### src/rtl/port_io_pkg.sv
`default_nettype none
package port_io_pkg;
  // register byte addresses
  localparam logic [7:0] ADDR_BIDIR_DATA = 8'h00;
  localparam logic [7:0] ADDR_BIDIR_DIR  = 8'h04;
  localparam logic [7:0] ADDR_PORT_CFG   = 8'h08;
  localparam logic [7:0] ADDR_MIXED_DATA = 8'h0c;
  localparam logic [7:0] ADDR_TCTL_ZERO  = 8'h10;
  localparam logic [7:0] ADDR_TCTL_ONE   = 8'h14;
  localparam logic [7:0] ADDR_TCTL_TWO   = 8'h18;
  localparam logic [7:0] ADDR_RECOVERY   = 8'h1c;
  localparam logic [7:0] ADDR_IRQ_STATUS = 8'h20;
  localparam logic [7:0] ADDR_IRQ_MASK   = 8'h24;
  // port configuration bits
  localparam int CFG_OPEN_DRAIN = 0;
  localparam int CFG_DIGITAL    = 1;
  localparam int CFG_PULLUP     = 2;
  localparam int CFG_STOP       = 3;
  // timer control one fields
  localparam int TC1_MODE       = 7;
  localparam int TC1_SEL        = 6;
  localparam int TC1_FN_HI      = 5;
  localparam int TC1_FN_LO      = 4;
  // recovery register source field
  localparam int REC_SRC_HI     = 4;
  localparam int REC_SRC_LO     = 2;
  // status bits
  localparam int ST_EXT_A       = 0;
  localparam int ST_EXT_B       = 1;
  localparam int ST_EXT_C       = 2;
  localparam int ST_WAKE        = 3;
  // reset values
  localparam logic [7:0] DIR_RST  = 8'hff;
  localparam logic [7:0] TC1_RST  = 8'h00;
  localparam logic [2:0] SRC_RST  = 3'h0;
  // recovery source codes
  localparam logic [2:0] SRC_POR_ONLY     = 3'h0;
  localparam logic [2:0] SRC_NAND_B3_0    = 3'h1;
  localparam logic [2:0] SRC_NAND_B7_0    = 3'h2;
  localparam logic [2:0] SRC_NOR_M3_1     = 3'h3;
  localparam logic [2:0] SRC_NAND_M3_1    = 3'h4;
  localparam logic [2:0] SRC_NOR_M_AUX    = 3'h5;
  localparam logic [2:0] SRC_NAND_M_AUX   = 3'h6;
  localparam logic [2:0] SRC_NAND_M_B2_0  = 3'h7;
  // line 6 logic functions
  localparam logic [1:0] FN_AND  = 2'h0;
  localparam logic [1:0] FN_OR   = 2'h1;
  localparam logic [1:0] FN_NOR  = 2'h2;
  localparam logic [1:0] FN_NAND = 2'h3;
  // bus responses
  localparam logic [1:0] RESP_OKAY   = 2'h0;
  localparam logic [1:0] RESP_SLVERR = 2'h2;
endpackage
`default_nettype wire

### src/rtl/wake_if.sv
`timescale 1ns/100ps
`default_nettype none
interface wake_if;
  logic [7:0] bidir;
  logic [7:0] dir;
  logic [3:1] mixed;
  logic [1:0] aux;
  logic [2:0] src;
  logic       digital;
  logic       hit;
  modport core_side (output bidir, output dir, output mixed, output aux,
                     output src, output digital, input hit);
  modport wake_side (input bidir, input dir, input mixed, input aux,
                     input src, input digital, output hit);
endinterface
`default_nettype wire

### src/rtl/stop_wake.sv
`timescale 1ns/100ps
`default_nettype none
module stop_wake
  import port_io_pkg::*;
(
  input  wire logic aclk,
  input  wire logic aresetn,
  wake_if.wake_side wk
);
  typedef struct packed {
    logic hit;
  } wake_state_t;

  wake_state_t q;
  wake_state_t d;
  logic [7:0]  b_hi;
  logic [2:0]  m_hi;
  logic [2:0]  m_lo;

  // lines driven as outputs drop out of the gates; analog-mode inputs too
  always_comb begin
    b_hi = wk.bidir | ~wk.dir;
    m_hi = wk.digital ? wk.mixed : 3'h7;
    m_lo = wk.digital ? wk.mixed : 3'h0;
    d = q;
    case (wk.src)
      SRC_POR_ONLY:    d.hit = 1'b0;
      SRC_NAND_B3_0:   d.hit = ~&b_hi[3:0];
      SRC_NAND_B7_0:   d.hit = ~&b_hi;
      SRC_NOR_M3_1:    d.hit = ~|m_lo;
      SRC_NAND_M3_1:   d.hit = ~&m_hi;
      SRC_NOR_M_AUX:   d.hit = ~|{m_lo, wk.aux};
      SRC_NAND_M_AUX:  d.hit = ~&{m_hi, wk.aux};
      SRC_NAND_M_B2_0: d.hit = ~&{m_hi, b_hi[2:0]};
      default:         d.hit = 1'b0;
    endcase
  end

  always_ff @(posedge aclk) begin
    if (!aresetn) begin
      q <= '0;
    end else begin
      q <= d;
    end
  end

  assign wk.hit = q.hit;

  a_por_only_quiet: assert property (@(posedge aclk) disable iff (!aresetn)
    (wk.src == SRC_POR_ONLY) |=> !q.hit)
    else $error("recovery source por-only raised a wake hit");
  a_code7_nand: assert property (@(posedge aclk) disable iff (!aresetn)
    (wk.src == SRC_NAND_M_B2_0 && wk.digital && wk.dir[2:0] == 3'h7
     && wk.mixed == 3'h7 && wk.bidir[2:0] == 3'h7) |=> !q.hit)
    else $error("code 7 woke with all its lines high");
endmodule
`default_nettype wire

### src/rtl/port_io_top.sv
`timescale 1ns/100ps
`default_nettype none
//
// Contract
// - each bidirectional line is input or output, set per line by software
// - one push-pull or open-drain choice applies to every output line
// - after reset all bidirectional lines are inputs
// - one-time strap enables pull-ups on all eight lines together
// - bidirectional port is always usable for plain input and output
// - eight-input or and and of the lines serve as wake-up sources
// - line 0 feeds the edge detector in edge-measure mode with select bit set, mixed line 1 with it clear; low outside that mode
// - mixed lines 0-3 are inputs, 4-7 outputs; line 1 also counter input
// - mixed line 2 drives interrupt a, line 3 b, line 1 c
// - line 4 carries byte timer, 5 word timer, 6 combined logic output
// - timer control bits choose port data or timer outputs on lines 4-6
// - comparators are powered down while in stop mode
// - 3-bit recovery source selects por only or nand/nor groups of lines
//
module port_io_top
  import port_io_pkg::*;
#(
  parameter int ADDR_W = 8
) (
  input  wire logic              aclk,
  input  wire logic              aresetn,
  input  wire logic [ADDR_W-1:0] awaddr,
  input  wire logic              awvalid,
  output logic                   awready,
  input  wire logic [31:0]       wdata,
  input  wire logic [3:0]        wstrb,
  input  wire logic              wvalid,
  output logic                   wready,
  output logic [1:0]             bresp,
  output logic                   bvalid,
  input  wire logic              bready,
  input  wire logic [ADDR_W-1:0] araddr,
  input  wire logic              arvalid,
  output logic                   arready,
  output logic [31:0]            rdata,
  output logic [1:0]             rresp,
  output logic                   rvalid,
  input  wire logic              rready,
  input  wire logic [7:0]        bidir_in,
  output logic [7:0]             bidir_out,
  output logic [7:0]             bidir_oe,
  output logic                   bidir_pullup_en,
  input  wire logic              otp_pullup,
  input  wire logic [3:0]        mixed_in,
  output logic [7:4]             mixed_out,
  input  wire logic [1:0]        aux_wake_in,
  input  wire logic              byte_timer_out,
  input  wire logic              word_timer_out,
  output logic                   timer_count_in,
  output logic                   edge_measure_in,
  output logic                   ext_interrupt_a,
  output logic                   ext_interrupt_b,
  output logic                   ext_interrupt_c,
  output logic                   wake_or,
  output logic                   wake_and,
  output logic                   comparator_pd,
  output logic                   stop_mode,
  output logic                   irq
);

  ////////////////////////////////////////////////////////////////////////////
  typedef struct packed {
    logic [7:0]  bi_s1;
    logic [7:0]  bi_s2;
    logic [3:0]  mx_s1;
    logic [3:0]  mx_s2;
    logic [3:0]  mx_p;
    logic [1:0]  ax_s1;
    logic [1:0]  ax_s2;
    logic [7:0]  bi_lat;
    logic [7:0]  bi_dir;
    logic        od;
    logic        digital;
    logic        pu_en;
    logic        pu_caught;
    logic [7:4]  mx_lat;
    logic        tc0;
    logic [7:0]  tc1;
    logic        tc2;
    logic [2:0]  src;
    logic [3:0]  sts;
    logic [3:0]  msk;
    logic        stop;
    logic [7:0]  bi_out;
    logic [7:0]  bi_oe;
    logic [7:4]  mx_out;
    logic        irq;
    logic [2:0]  ext;
    logic        or_all;
    logic        and_all;
    logic        edge_tap;
    logic        cnt_in;
    logic        aw_have;
    logic        w_have;
    logic [7:0]  wa;
    logic [7:0]  wd;
    logic        wen;
    logic        awrdy;
    logic        wrdy;
    logic        bvalid;
    logic [1:0]  bresp;
    logic        arrdy;
    logic        rvalid;
    logic [1:0]  rresp;
    logic [31:0] rdata;
  } port_state_t;

  port_state_t q;
  port_state_t d;
  logic [3:0]  ev;
  logic [3:0]  clr;
  logic [7:0]  ra;
  logic [7:0]  rv;
  logic        comb6;

  wake_if wk ();

  stop_wake u_wake (
    .aclk    (aclk),
    .aresetn (aresetn),
    .wk      (wk)
  );

  assign wk.bidir   = q.bi_s2;
  assign wk.dir     = q.bi_dir;
  assign wk.mixed   = q.mx_s2[3:1];
  assign wk.aux     = q.ax_s2;
  assign wk.src     = q.src;
  assign wk.digital = q.digital;

  ////////////////////////////////////////////////////////////////////////////
  always_comb begin
    d     = q;
    ev    = 4'h0;
    clr   = 4'h0;
    ra    = {araddr[7:2], 2'b00};
    rv    = 8'h00;
    comb6 = 1'b0;

    // two-flop synchronisers for every pin input
    d.bi_s1 = bidir_in;
    d.bi_s2 = q.bi_s1;
    d.mx_s1 = mixed_in;
    d.mx_s2 = q.mx_s1;
    d.mx_p  = q.mx_s2;
    d.ax_s1 = aux_wake_in;
    d.ax_s2 = q.ax_s1;

    // strap caught once after reset release
    if (!q.pu_caught) begin
      d.pu_caught = 1'b1;
      d.pu_en     = otp_pullup;
    end

    // falling edge of an interrupt line is an event
    ev[ST_EXT_A] = q.mx_p[2] & ~q.mx_s2[2];
    ev[ST_EXT_B] = q.mx_p[3] & ~q.mx_s2[3];
    ev[ST_EXT_C] = q.mx_p[1] & ~q.mx_s2[1];
    d.ext        = {ev[ST_EXT_C], ev[ST_EXT_B], ev[ST_EXT_A]};

    // stop mode ends on a recovery hit
    if (q.stop && wk.hit) begin
      d.stop      = 1'b0;
      ev[ST_WAKE] = 1'b1;
    end

    // write channel: address and data taken in either order
    if (awvalid && q.awrdy) begin
      d.aw_have = 1'b1;
      d.wa      = {awaddr[7:2], 2'b00};
    end
    if (wvalid && q.wrdy) begin
      d.w_have = 1'b1;
      d.wd     = wdata[7:0];
      d.wen    = wstrb[0];
    end
    if (q.bvalid && bready) begin
      d.bvalid = 1'b0;
    end
    if (q.aw_have && q.w_have && !q.bvalid) begin
      d.aw_have = 1'b0;
      d.w_have  = 1'b0;
      d.bvalid  = 1'b1;
      d.bresp   = RESP_OKAY;
      case (q.wa)
        ADDR_BIDIR_DATA: if (q.wen) d.bi_lat = q.wd;
        ADDR_BIDIR_DIR:  if (q.wen) d.bi_dir = q.wd;
        ADDR_PORT_CFG: begin
          if (q.wen) begin
            d.od      = q.wd[CFG_OPEN_DRAIN];
            d.digital = q.wd[CFG_DIGITAL];
            if (q.wd[CFG_STOP]) begin
              d.stop = 1'b1;
            end
          end
        end
        ADDR_MIXED_DATA: if (q.wen) d.mx_lat = q.wd[7:4];
        ADDR_TCTL_ZERO:  if (q.wen) d.tc0 = q.wd[0];
        ADDR_TCTL_ONE:   if (q.wen) d.tc1 = q.wd;
        ADDR_TCTL_TWO:   if (q.wen) d.tc2 = q.wd[0];
        ADDR_RECOVERY:   if (q.wen) d.src = q.wd[REC_SRC_HI:REC_SRC_LO];
        ADDR_IRQ_STATUS: if (q.wen) clr = q.wd[3:0];
        ADDR_IRQ_MASK:   if (q.wen) d.msk = q.wd[3:0];
        default:         d.bresp = RESP_SLVERR;
      endcase
    end
    d.awrdy = !d.aw_have && !d.bvalid;
    d.wrdy  = !d.w_have && !d.bvalid;

    // read channel
    if (q.rvalid && rready) begin
      d.rvalid = 1'b0;
    end
    if (arvalid && q.arrdy) begin
      d.rvalid = 1'b1;
      d.rresp  = RESP_OKAY;
      case (ra)
        ADDR_BIDIR_DATA: rv = (q.bi_dir & q.bi_s2) | (~q.bi_dir & q.bi_lat);
        ADDR_BIDIR_DIR:  rv = q.bi_dir;
        ADDR_PORT_CFG:   rv = {4'h0, q.stop, q.pu_en, q.digital, q.od};
        ADDR_MIXED_DATA: rv = {q.mx_lat, q.mx_s2};
        ADDR_TCTL_ZERO:  rv = {7'h00, q.tc0};
        ADDR_TCTL_ONE:   rv = q.tc1;
        ADDR_TCTL_TWO:   rv = {7'h00, q.tc2};
        ADDR_RECOVERY:   rv = {3'h0, q.src, 2'h0};
        ADDR_IRQ_STATUS: rv = {4'h0, q.sts};
        ADDR_IRQ_MASK:   rv = {4'h0, q.msk};
        default:         d.rresp = RESP_SLVERR;
      endcase
      d.rdata = {24'h000000, rv};
    end
    d.arrdy = !d.rvalid;

    // a new event wins over a clear in the same cycle
    d.sts = (q.sts & ~clr) | ev;
    d.irq = |(d.sts & d.msk);

    // bidirectional pin drive; an input line is never driven
    d.bi_out = d.bi_lat & ~{8{d.od}};
    d.bi_oe  = ~d.bi_dir & ({8{~d.od}} | ~d.bi_lat);

    // wake gates across the whole port
    d.or_all  = |q.bi_s2;
    d.and_all = &q.bi_s2;

    // edge tap and counter input
    d.cnt_in   = q.mx_s2[1];
    d.edge_tap = q.tc1[TC1_MODE] &
                 (q.tc1[TC1_SEL] ? q.bi_s2[0] : q.mx_s2[1]);

    // mixed output lines: port data or timer outputs
    case (q.tc1[TC1_FN_HI:TC1_FN_LO])
      FN_AND:  comb6 = byte_timer_out & word_timer_out;
      FN_OR:   comb6 = byte_timer_out | word_timer_out;
      FN_NOR:  comb6 = ~(byte_timer_out | word_timer_out);
      FN_NAND: comb6 = ~(byte_timer_out & word_timer_out);
      default: comb6 = 1'b0;
    endcase
    d.mx_out[4] = q.tc0 ? byte_timer_out : q.mx_lat[4];
    d.mx_out[5] = q.tc2 ? word_timer_out : q.mx_lat[5];
    d.mx_out[6] = (!q.tc1[TC1_MODE] && q.tc1[TC1_SEL]) ? comb6 : q.mx_lat[6];
    d.mx_out[7] = q.mx_lat[7];
  end

  always_ff @(posedge aclk) begin
    if (!aresetn) begin
      q        <= '0;
      q.bi_dir <= DIR_RST;
      q.tc1    <= TC1_RST;
      q.src    <= SRC_RST;
    end else begin
      q <= d;
    end
  end

  ////////////////////////////////////////////////////////////////////////////
  assign awready         = q.awrdy;
  assign wready          = q.wrdy;
  assign bvalid          = q.bvalid;
  assign bresp           = q.bresp;
  assign arready         = q.arrdy;
  assign rvalid          = q.rvalid;
  assign rresp           = q.rresp;
  assign rdata           = q.rdata;
  assign bidir_out       = q.bi_out;
  assign bidir_oe        = q.bi_oe;
  assign bidir_pullup_en = q.pu_en;
  assign mixed_out       = q.mx_out;
  assign timer_count_in  = q.cnt_in;
  assign edge_measure_in = q.edge_tap;
  assign ext_interrupt_a = q.ext[0];
  assign ext_interrupt_b = q.ext[1];
  assign ext_interrupt_c = q.ext[2];
  assign wake_or         = q.or_all;
  assign wake_and        = q.and_all;
  assign comparator_pd   = q.stop;
  assign stop_mode       = q.stop;
  assign irq             = q.irq;

  ////////////////////////////////////////////////////////////////////////////
  a_dir_after_reset: assert property (@(posedge aclk) disable iff (!aresetn)
    $rose(aresetn) |-> (q.bi_dir == DIR_RST) ##1 (q.bi_oe == 8'h00))
    else $error("port lines not inputs after reset");
  a_input_undriven: assert property (@(posedge aclk) disable iff (!aresetn)
    1'b1 |-> ((q.bi_oe & q.bi_dir) == 8'h00))
    else $error("input line driven");
  a_output_driven: assert property (@(posedge aclk) disable iff (!aresetn)
    !q.od |-> (q.bi_oe == ~q.bi_dir))
    else $error("push-pull output line not driven");
  a_open_drain_low: assert property (@(posedge aclk) disable iff (!aresetn)
    q.od |-> ((q.bi_out & q.bi_oe) == 8'h00))
    else $error("open-drain line drove high");
  a_readback_pin: assert property (@(posedge aclk) disable iff (!aresetn)
    (arvalid && q.arrdy && ra == ADDR_BIDIR_DATA && q.bi_dir == 8'hff)
    |=> (q.rdata[7:0] == $past(q.bi_s2)))
    else $error("input read did not return pin level");
  a_pullup_strap: assert property (@(posedge aclk) disable iff (!aresetn)
    $rose(q.pu_caught) |-> (q.pu_en == $past(otp_pullup)))
    else $error("pull-up strap not caught");
  a_wake_gates: assert property (@(posedge aclk) disable iff (!aresetn)
    1'b1 |=> (q.or_all == |$past(q.bi_s2)) && (q.and_all == &$past(q.bi_s2)))
    else $error("wake gates wrong");
  a_edge_tap_line0: assert property (@(posedge aclk) disable iff (!aresetn)
    (q.tc1[TC1_MODE] && q.tc1[TC1_SEL]) |=> (q.edge_tap == $past(q.bi_s2[0])))
    else $error("edge tap not from line 0");
  a_irq_a_map: assert property (@(posedge aclk) disable iff (!aresetn)
    ($fell(q.mx_s2[2])) |=> ext_interrupt_a ##1 !ext_interrupt_a)
    else $error("line 2 fall did not pulse interrupt a");
  a_irq_b_map: assert property (@(posedge aclk) disable iff (!aresetn)
    ($fell(q.mx_s2[3])) |=> ext_interrupt_b ##1 !ext_interrupt_b)
    else $error("line 3 fall did not pulse interrupt b");
  a_irq_c_map: assert property (@(posedge aclk) disable iff (!aresetn)
    ($fell(q.mx_s2[1])) |=> ext_interrupt_c ##1 !ext_interrupt_c)
    else $error("line 1 fall did not pulse interrupt c");
  a_line4_timer: assert property (@(posedge aclk) disable iff (!aresetn)
    (q.tc0 && $stable(q.tc0)) |=> (mixed_out[4] == $past(byte_timer_out)))
    else $error("line 4 not carrying byte timer");
  a_stop_wake: assert property (@(posedge aclk) disable iff (!aresetn)
    (q.stop && wk.hit) |=> !comparator_pd && q.sts[ST_WAKE])
    else $error("recovery hit did not leave stop");
  a_write_answer: assert property (@(posedge aclk) disable iff (!aresetn)
    (awvalid && awready && wvalid && wready) |-> ##2 bvalid)
    else $error("write answer late");

  c_write: cover property (@(posedge aclk) disable iff (!aresetn) bvalid && bready);
  c_read: cover property (@(posedge aclk) disable iff (!aresetn) rvalid && rready);
  c_wake: cover property (@(posedge aclk) disable iff (!aresetn) q.stop && wk.hit);
  c_irq: cover property (@(posedge aclk) disable iff (!aresetn) $rose(irq));
endmodule
`default_nettype wire

### config.mk
export PLATFORM = sky130hd
export DESIGN_NAME = port_io_top
export DESIGN_NICKNAME = d
export VERILOG_FILES = /design/src/rtl/port_io_pkg.sv /design/src/rtl/wake_if.sv /design/src/rtl/stop_wake.sv /design/src/rtl/port_io_top.sv
export SDC_FILE = /design/constraint.sdc
export NUM_CORES = 1
export LEC_CHECK = 0
export ABC_AREA = 1
export BUFFER_PORTS_ARGS = -buffer_cell sky130_fd_sc_hd__buf_4
export CAP_MARGIN = 10
export CORE_MARGIN = 4
export CORE_UTILIZATION = 48
export DETAILED_ROUTE_END_ITERATION = 12
export PLACE_DENSITY = 0.87
export SLEW_MARGIN = 5
export SYNTH_ARGS = -nofsm -noshare
export SYNTH_HDL_FRONTEND = slang
export SYNTH_SLANG_ARGS = --single-unit
### constraint.sdc
create_clock -name aclk -period 1.5 [get_ports aclk]
set_clock_uncertainty 0.15 [all_clocks]
set_input_delay 0.225 -clock aclk [delete_from_list [all_inputs] [get_ports aclk]]
set_output_delay 0.225 -clock aclk [all_outputs]
set_load 0.02 [all_outputs]
==> metrics.cfg, run 1 <==
[layout]
antenna_cells=0
final_cell_mix=nand2_1, buf_4, dfxtp_1
final_cells=1162
layout_commonest_cell=nand2_1
area_growth_pct=40.07
fin_nets=1057
drive_gt1_share_pct=29.98
num-fill-cells=904

[run_status]
violations=setup timing
outcome=finished, violations left

[synthesis]
syn_inst=812
ys_ff_latch=137
syn_area_sq_um=5964
yosysTopAreaCell=dfxtp_1
synthTopCellsByArea=dfxtp_1, nand2_1, buf_4, nor2_1, inv_1
syn_area_per_cell_sq_um=7.345
yosys_warnings=0
synth-seq-area-share_pct=45.98
synth_top_area_share_pct=45.98
synthFlopType=dfxtp_1
synth_async_sr_flop_share_pct=0
synth_edf_count=0
synth_cell_type_count=35

[sta]
worst_pin_slew_ns=0.4976
final.setup.tns_ns=-4.096
min_period_over_period_pct=114.6
slew_violations=0
setup_ws_ns=-0.2193
setup_viol=47
period_needed_ns=1.719
relSlewSlack_pct=66.70
fmax_ghz=0.5816
finalHoldViolCount=0
rsz0062_at_grt=yes

[worst_setup_path]
worstReg2RegStart=q[55]
required_ns=1.68
worst_setup_path_end_kind=register
cp_max_fo=8
start_kind=register
startpoint=q[55]
worst-setup-path-type=reg2reg
arrival_ns=1.90

[global_routing]
grt_overflow=0
grt_pass1_wl_um=28200
grt_antenna_before_repair=0
grt_max_degree=43
track_usage_pct=25.24
grt_pass1_vias=5756

[placement]
hpwlAfterDp_um=11780
place_inst=1082
pre_cts_slack_ns=-0.2354
place.gp.congestion=0.9652
io_buffers=90

[clock_network]
insertion_delay_ns=0.43
path_clk_slew_ns=0.06
cts_made_buffers=17
cts_sinks=137
htreeDepth=4
cts_tree=built
max-clock-path-buffers=2
cts-root-buf=clkbuf_16

[drt]
drc=0
routedWlPerCell_um=16.12
first_iter_violations=616
routed_wirelength_um=18730
vias=5950
vias_per_cell=5.120
first_pass_iters=6
antenna_left=0

[flow_run]
maxCapViolCount=0

[die]
num_rows=40
ios=148
dieArea_sq_um=14270
chipWidth_um=119.5
die_h_um=119.5
initial_utilization_pct=49.25
coreArea_sq_um=12110

[worst_hold_path]
worstHoldPathType=in2reg
min_from=aresetn

[pwr]
cellLeakagePower_nw=4.087
pwr_density_cell_nw_per_um2=1075
ir_worst_vdd_mv=1.024

critical path: stages (launching register included):
cell and delay, ns:
dfxtp_1 0.32, inv_2 0.06, buf_4 0.15, nand4_4 0.10, nor2_4 0.06, buf_4 0.16
o21ai_4 0.30, inv_6 0.11, nor3_2 0.21
final cells by class:
cell class / instances / area, sq um / area share [%]
tap: 168 / 210.2 / 2.516
timing repair buffer: 200 / 1662 / 19.89
sequential: 137 / 2758 / 33.01
multi-input combinational: 517 / 2688 / 32.17
clock inverter: 15 / 176.4 / 2.112
inverter: 108 / 435.4 / 5.212
clock buffer: 17 / 425.4 / 5.092
per-stage QoR:
stage,util (%),area (sq um),total power [mW],hold WS (ns)
3_5_place_dp,57.42,6954,4.562,0.2467
3_3_place_gp,57.42,6954,4.546,0.2444
6_report,68.98,8354,8.984,0.006087
2_1_floorplan,-,6061,4.298,0.1027
5_1_grt,68.98,8354,9.246,0.00006067
4_1_cts,66.64,8071,8.901,0.003854
layer usage:
layer | GRT usage, % | wire, um
met1 | 29.90 | 6964
met4 | 11.60 | 845
met2 | 42.44 | 9078
met5 | 0 | 0
met3 | 6.980 | 1842
worst paths after layout:
path / to / slack (ns) / depth (start not counted)
min reg2reg: wk.bidir[5] / 0.26 / 2
max reg2reg: bidir_out[3] / -0.22 / 8
min: q[92] / 0.006 / 3
max: bidir_out[3] / -0.22 / 8
power breakdown:
part           internal (mW)  switching, mW  total, mW
Clock                   2.61           1.69       4.30
Sequential              3.74         0.0678       3.81
Combinational          0.364          0.516      0.879
Total                   6.71           2.27       8.98
cell usage after synthesis (8+ instances only):
| cell type | n |
|---|---|
| a21oi_1 | 51 |
| nand2_1 | 165 |
| nand4_1 | 12 |
| o21ai_0 | 51 |
| nor2_1 | 113 |
| dfxtp_1 | 137 |
| nor3_2 | 8 |
| clkbuf_1 | 11 |
| nand3_1 | 44 |
| buf_4 | 57 |
| inv_1 | 101 |
kinds of logic (layout without fill, tap and decap cells):
family | after synthesis | count (layout) | share of synthesized area [%]
buffers and inverters | 184 | 340 | 15.31
AO/OA/AOI/OAI | 119 | 120 | 10.76
AND/OR/NAND/NOR | 371 | 371 | 27.88
other | 1 | 26 | 0.06287
flip-flops | 137 | 137 | 45.98
flip-flops by register name, summed over array words and instances, names as in the netlist, 2 cells and up:
signal	flops
q	51
d	19
bidir_oe	8
bidir_out	8
rdata	8
wk.bidir	8
wk.dir	8
mixed_out	4
wk.src	3
wk.aux	2
what timing repair did:
action	4_1_cts	5_1_grt
endpoints found under the hold margin	35	0
pin swaps	13	20
cloned	1	0
hold buffers	34	0
buffers inserted	6	7
setup endpoints to repair	41	59
resized for setup	44	69
Power figures use the tool's default switching activity.
==> run 2: changes to the inputs <==
--- a/config.mk
+++ b/config.mk
@@ -11,7 +11,7 @@
 export CORE_MARGIN = 4
 export CORE_UTILIZATION = 48
 export DETAILED_ROUTE_END_ITERATION = 12
-export PLACE_DENSITY = 0.87
+export PLACE_DENSITY_LB_ADDON = 0.2
 export SLEW_MARGIN = 5
 export SYNTH_ARGS = -nofsm -noshare
 export SYNTH_HDL_FRONTEND = slang
==> metrics.cfg, run 2 (synthesis results as in run 1) <==
[run_status]
outcome=finished, violations left
violations=hold timing, setup timing

[drt]
met3WireLength_um=1041
dr_wl_met2_um=8852
drc=0
routedWlPerCell_um=15.30
antenna_left=0
vias=5754
routed_wirelength_um=17860
met1_length_um=7529
vias_per_cell=4.931
dr.max_layer_used=met4
first_pass_iters=5
first_iter_violations=380

[layout]
largest_register_ffs=51
num-fill-cells=1003
layout_commonest_cell=buf_4
final_cell_mix=buf_4, nand2_1, dfxtp_1
fin_nets=1062
antenna_cells=0
drive_gt1_share_pct=30.73
multiInputGateArea_sq_um=2714
seqCellArea_sq_um=2758
top_register=q
area_growth_pct=41.24

[sta]
min_period_over_period_pct=113.4
setup_viol=52
setup_ws_ns=-0.2015
finalHoldViolCount=1
final.setup.tns_ns=-5.498
rsz0062_at_grt=yes
fmax_ghz=0.5877
hold_ws_ns=-0.0006620
slew_violations=0
period_needed_ns=1.701

[worst_hold_path]
min_from=wdata[3]
hold_path_depth=3
worstHoldPathType=in2reg
holdPathEnd=q[45]

[worst_setup_path]
r2r_end=bidir_oe[7]
start_kind=register
arrival_ns=1.87
rrSetupSlack_ns=-0.20
worst_setup_path_end_kind=register
crit_buf_inv=1
r2r_cells=9
required_ns=1.67
cp_top_family=simple AND/OR/NAND/NOR gates
crit_top_cell=nor2_4
crit_chain=nor2_4 -> buf_12 -> nand3_4 -> nor2_4 -> nand2_4 -> nand2_1 -> o21ai_4 -> nor2_2 -> nor2_1
crit_slowest_cell=dfxtp_2
worst-setup-path-type=reg2reg
cp_max_fo=5
worst_path_largest_cell_delay_ns=0.33
worstReg2RegStart=q[56]

[die]
initial_utilization_pct=49.25
die_h_um=119.5
chipWidth_um=119.5
dieArea_sq_um=14270
ios=148
coreArea_sq_um=12110
num_rows=40

[pwr]
total_power_mw=8.746
cellLeakagePower_nw=4.104
ir_worst_vdd_mv=0.7948
pwr_density_cell_nw_per_um2=1038

[placement]
hpwlAfterDp_um=12200
place.gp.congestion=0.9070
io_buffers=90

[global_routing]
grt_overflow=0
grt_max_degree=43
grt_pass1_vias=5634
grt_antenna_before_repair=0
grt_pass1_wl_um=27570
track_usage_pct=24.63

[clock_network]
cts_tree=built
htreeDepth=4
cts_made_buffers=17
cts-root-buf=clkbuf_16
cts_sinks=137
max-clock-path-buffers=2
path_clk_slew_ns=0.06
insertion_delay_ns=0.43

[flow_run]
maxCapViolCount=0

## run 2: worst register-to-register path: cells and delay by family, from the launching register on
kind,cells,cell delay (ns)
AND/OR/NAND/NOR,7,0.90
AO/OA/AOI/OAI,1,0.08
flip-flops,1,0.33
buffers and inverters,1,0.14
## run 2: how the worst max path moves through the flow
stage,startpoint,to,cells past startpoint
finish,q[56],bidir_oe[7],9
global route,q[56],bidir_oe[7],9
CTS,q[52],irq,9
detailed placement,q[52],irq,9
global placement,q[59],bidir_oe[5],7
floorplan,bvalid,irq,10
## run 2: through the flow
step / cell area [sq um] / hold WS [ns] / instances / utilization, % / worst slack, ns
2_1_floorplan: 6061 / 0.1027 / 837 / - / -0.02656
3_3_place_gp: 6972 / 0.2448 / 1086 / 57.56 / -0.1728
3_5_place_dp: 6972 / 0.2469 / 1086 / 57.56 / -0.2032
4_1_cts: 8019 / 0.004603 / 1156 / 66.21 / -0.1244
5_1_grt: 8424 / 0.04971 / 1167 / 69.56 / -0.2596
6_report: 8424 / -0.0006620 / 1167 / 69.56 / -0.2015
## run 2: metal layers
layer | vias up | track usage, %
met2 | 183 | 41.21
met1 | 2686 | 30.53
li1 | 2850 | -
met5 | - | 0
met4 | 0 | 10.16
met3 | 35 | 5.698
## run 2: where the power goes
part / internal [mW] / switching, mW
logic: 0.395 / 0.506
clock network: 2.45 / 1.59
registers: 3.74 / 0.0616
total: 6.59 / 2.16
## run 2: timing repair
action / 4_1_cts / 5_1_grt
endpoints found under the hold margin: 37 / 0
setup buffers: 3 / 11
setup endpoints to repair: 44 / 62
pin swaps: 4 / 27
gates resized for setup: 33 / 93
cloned: 1 / 1
hold buffers: 34 / 0
## run 2: area by class of cell
class                           instances  share of cell area (%)
Tap cell                              168                   2.495
Timing Repair Buffer                  205                   20.51
Inverter                              108                   5.213
Multi-Input combinational cell        517                   32.21
Clock inverter                         10                   1.084
Clock buffer                           22                   5.748
Sequential cell                       137                   32.73
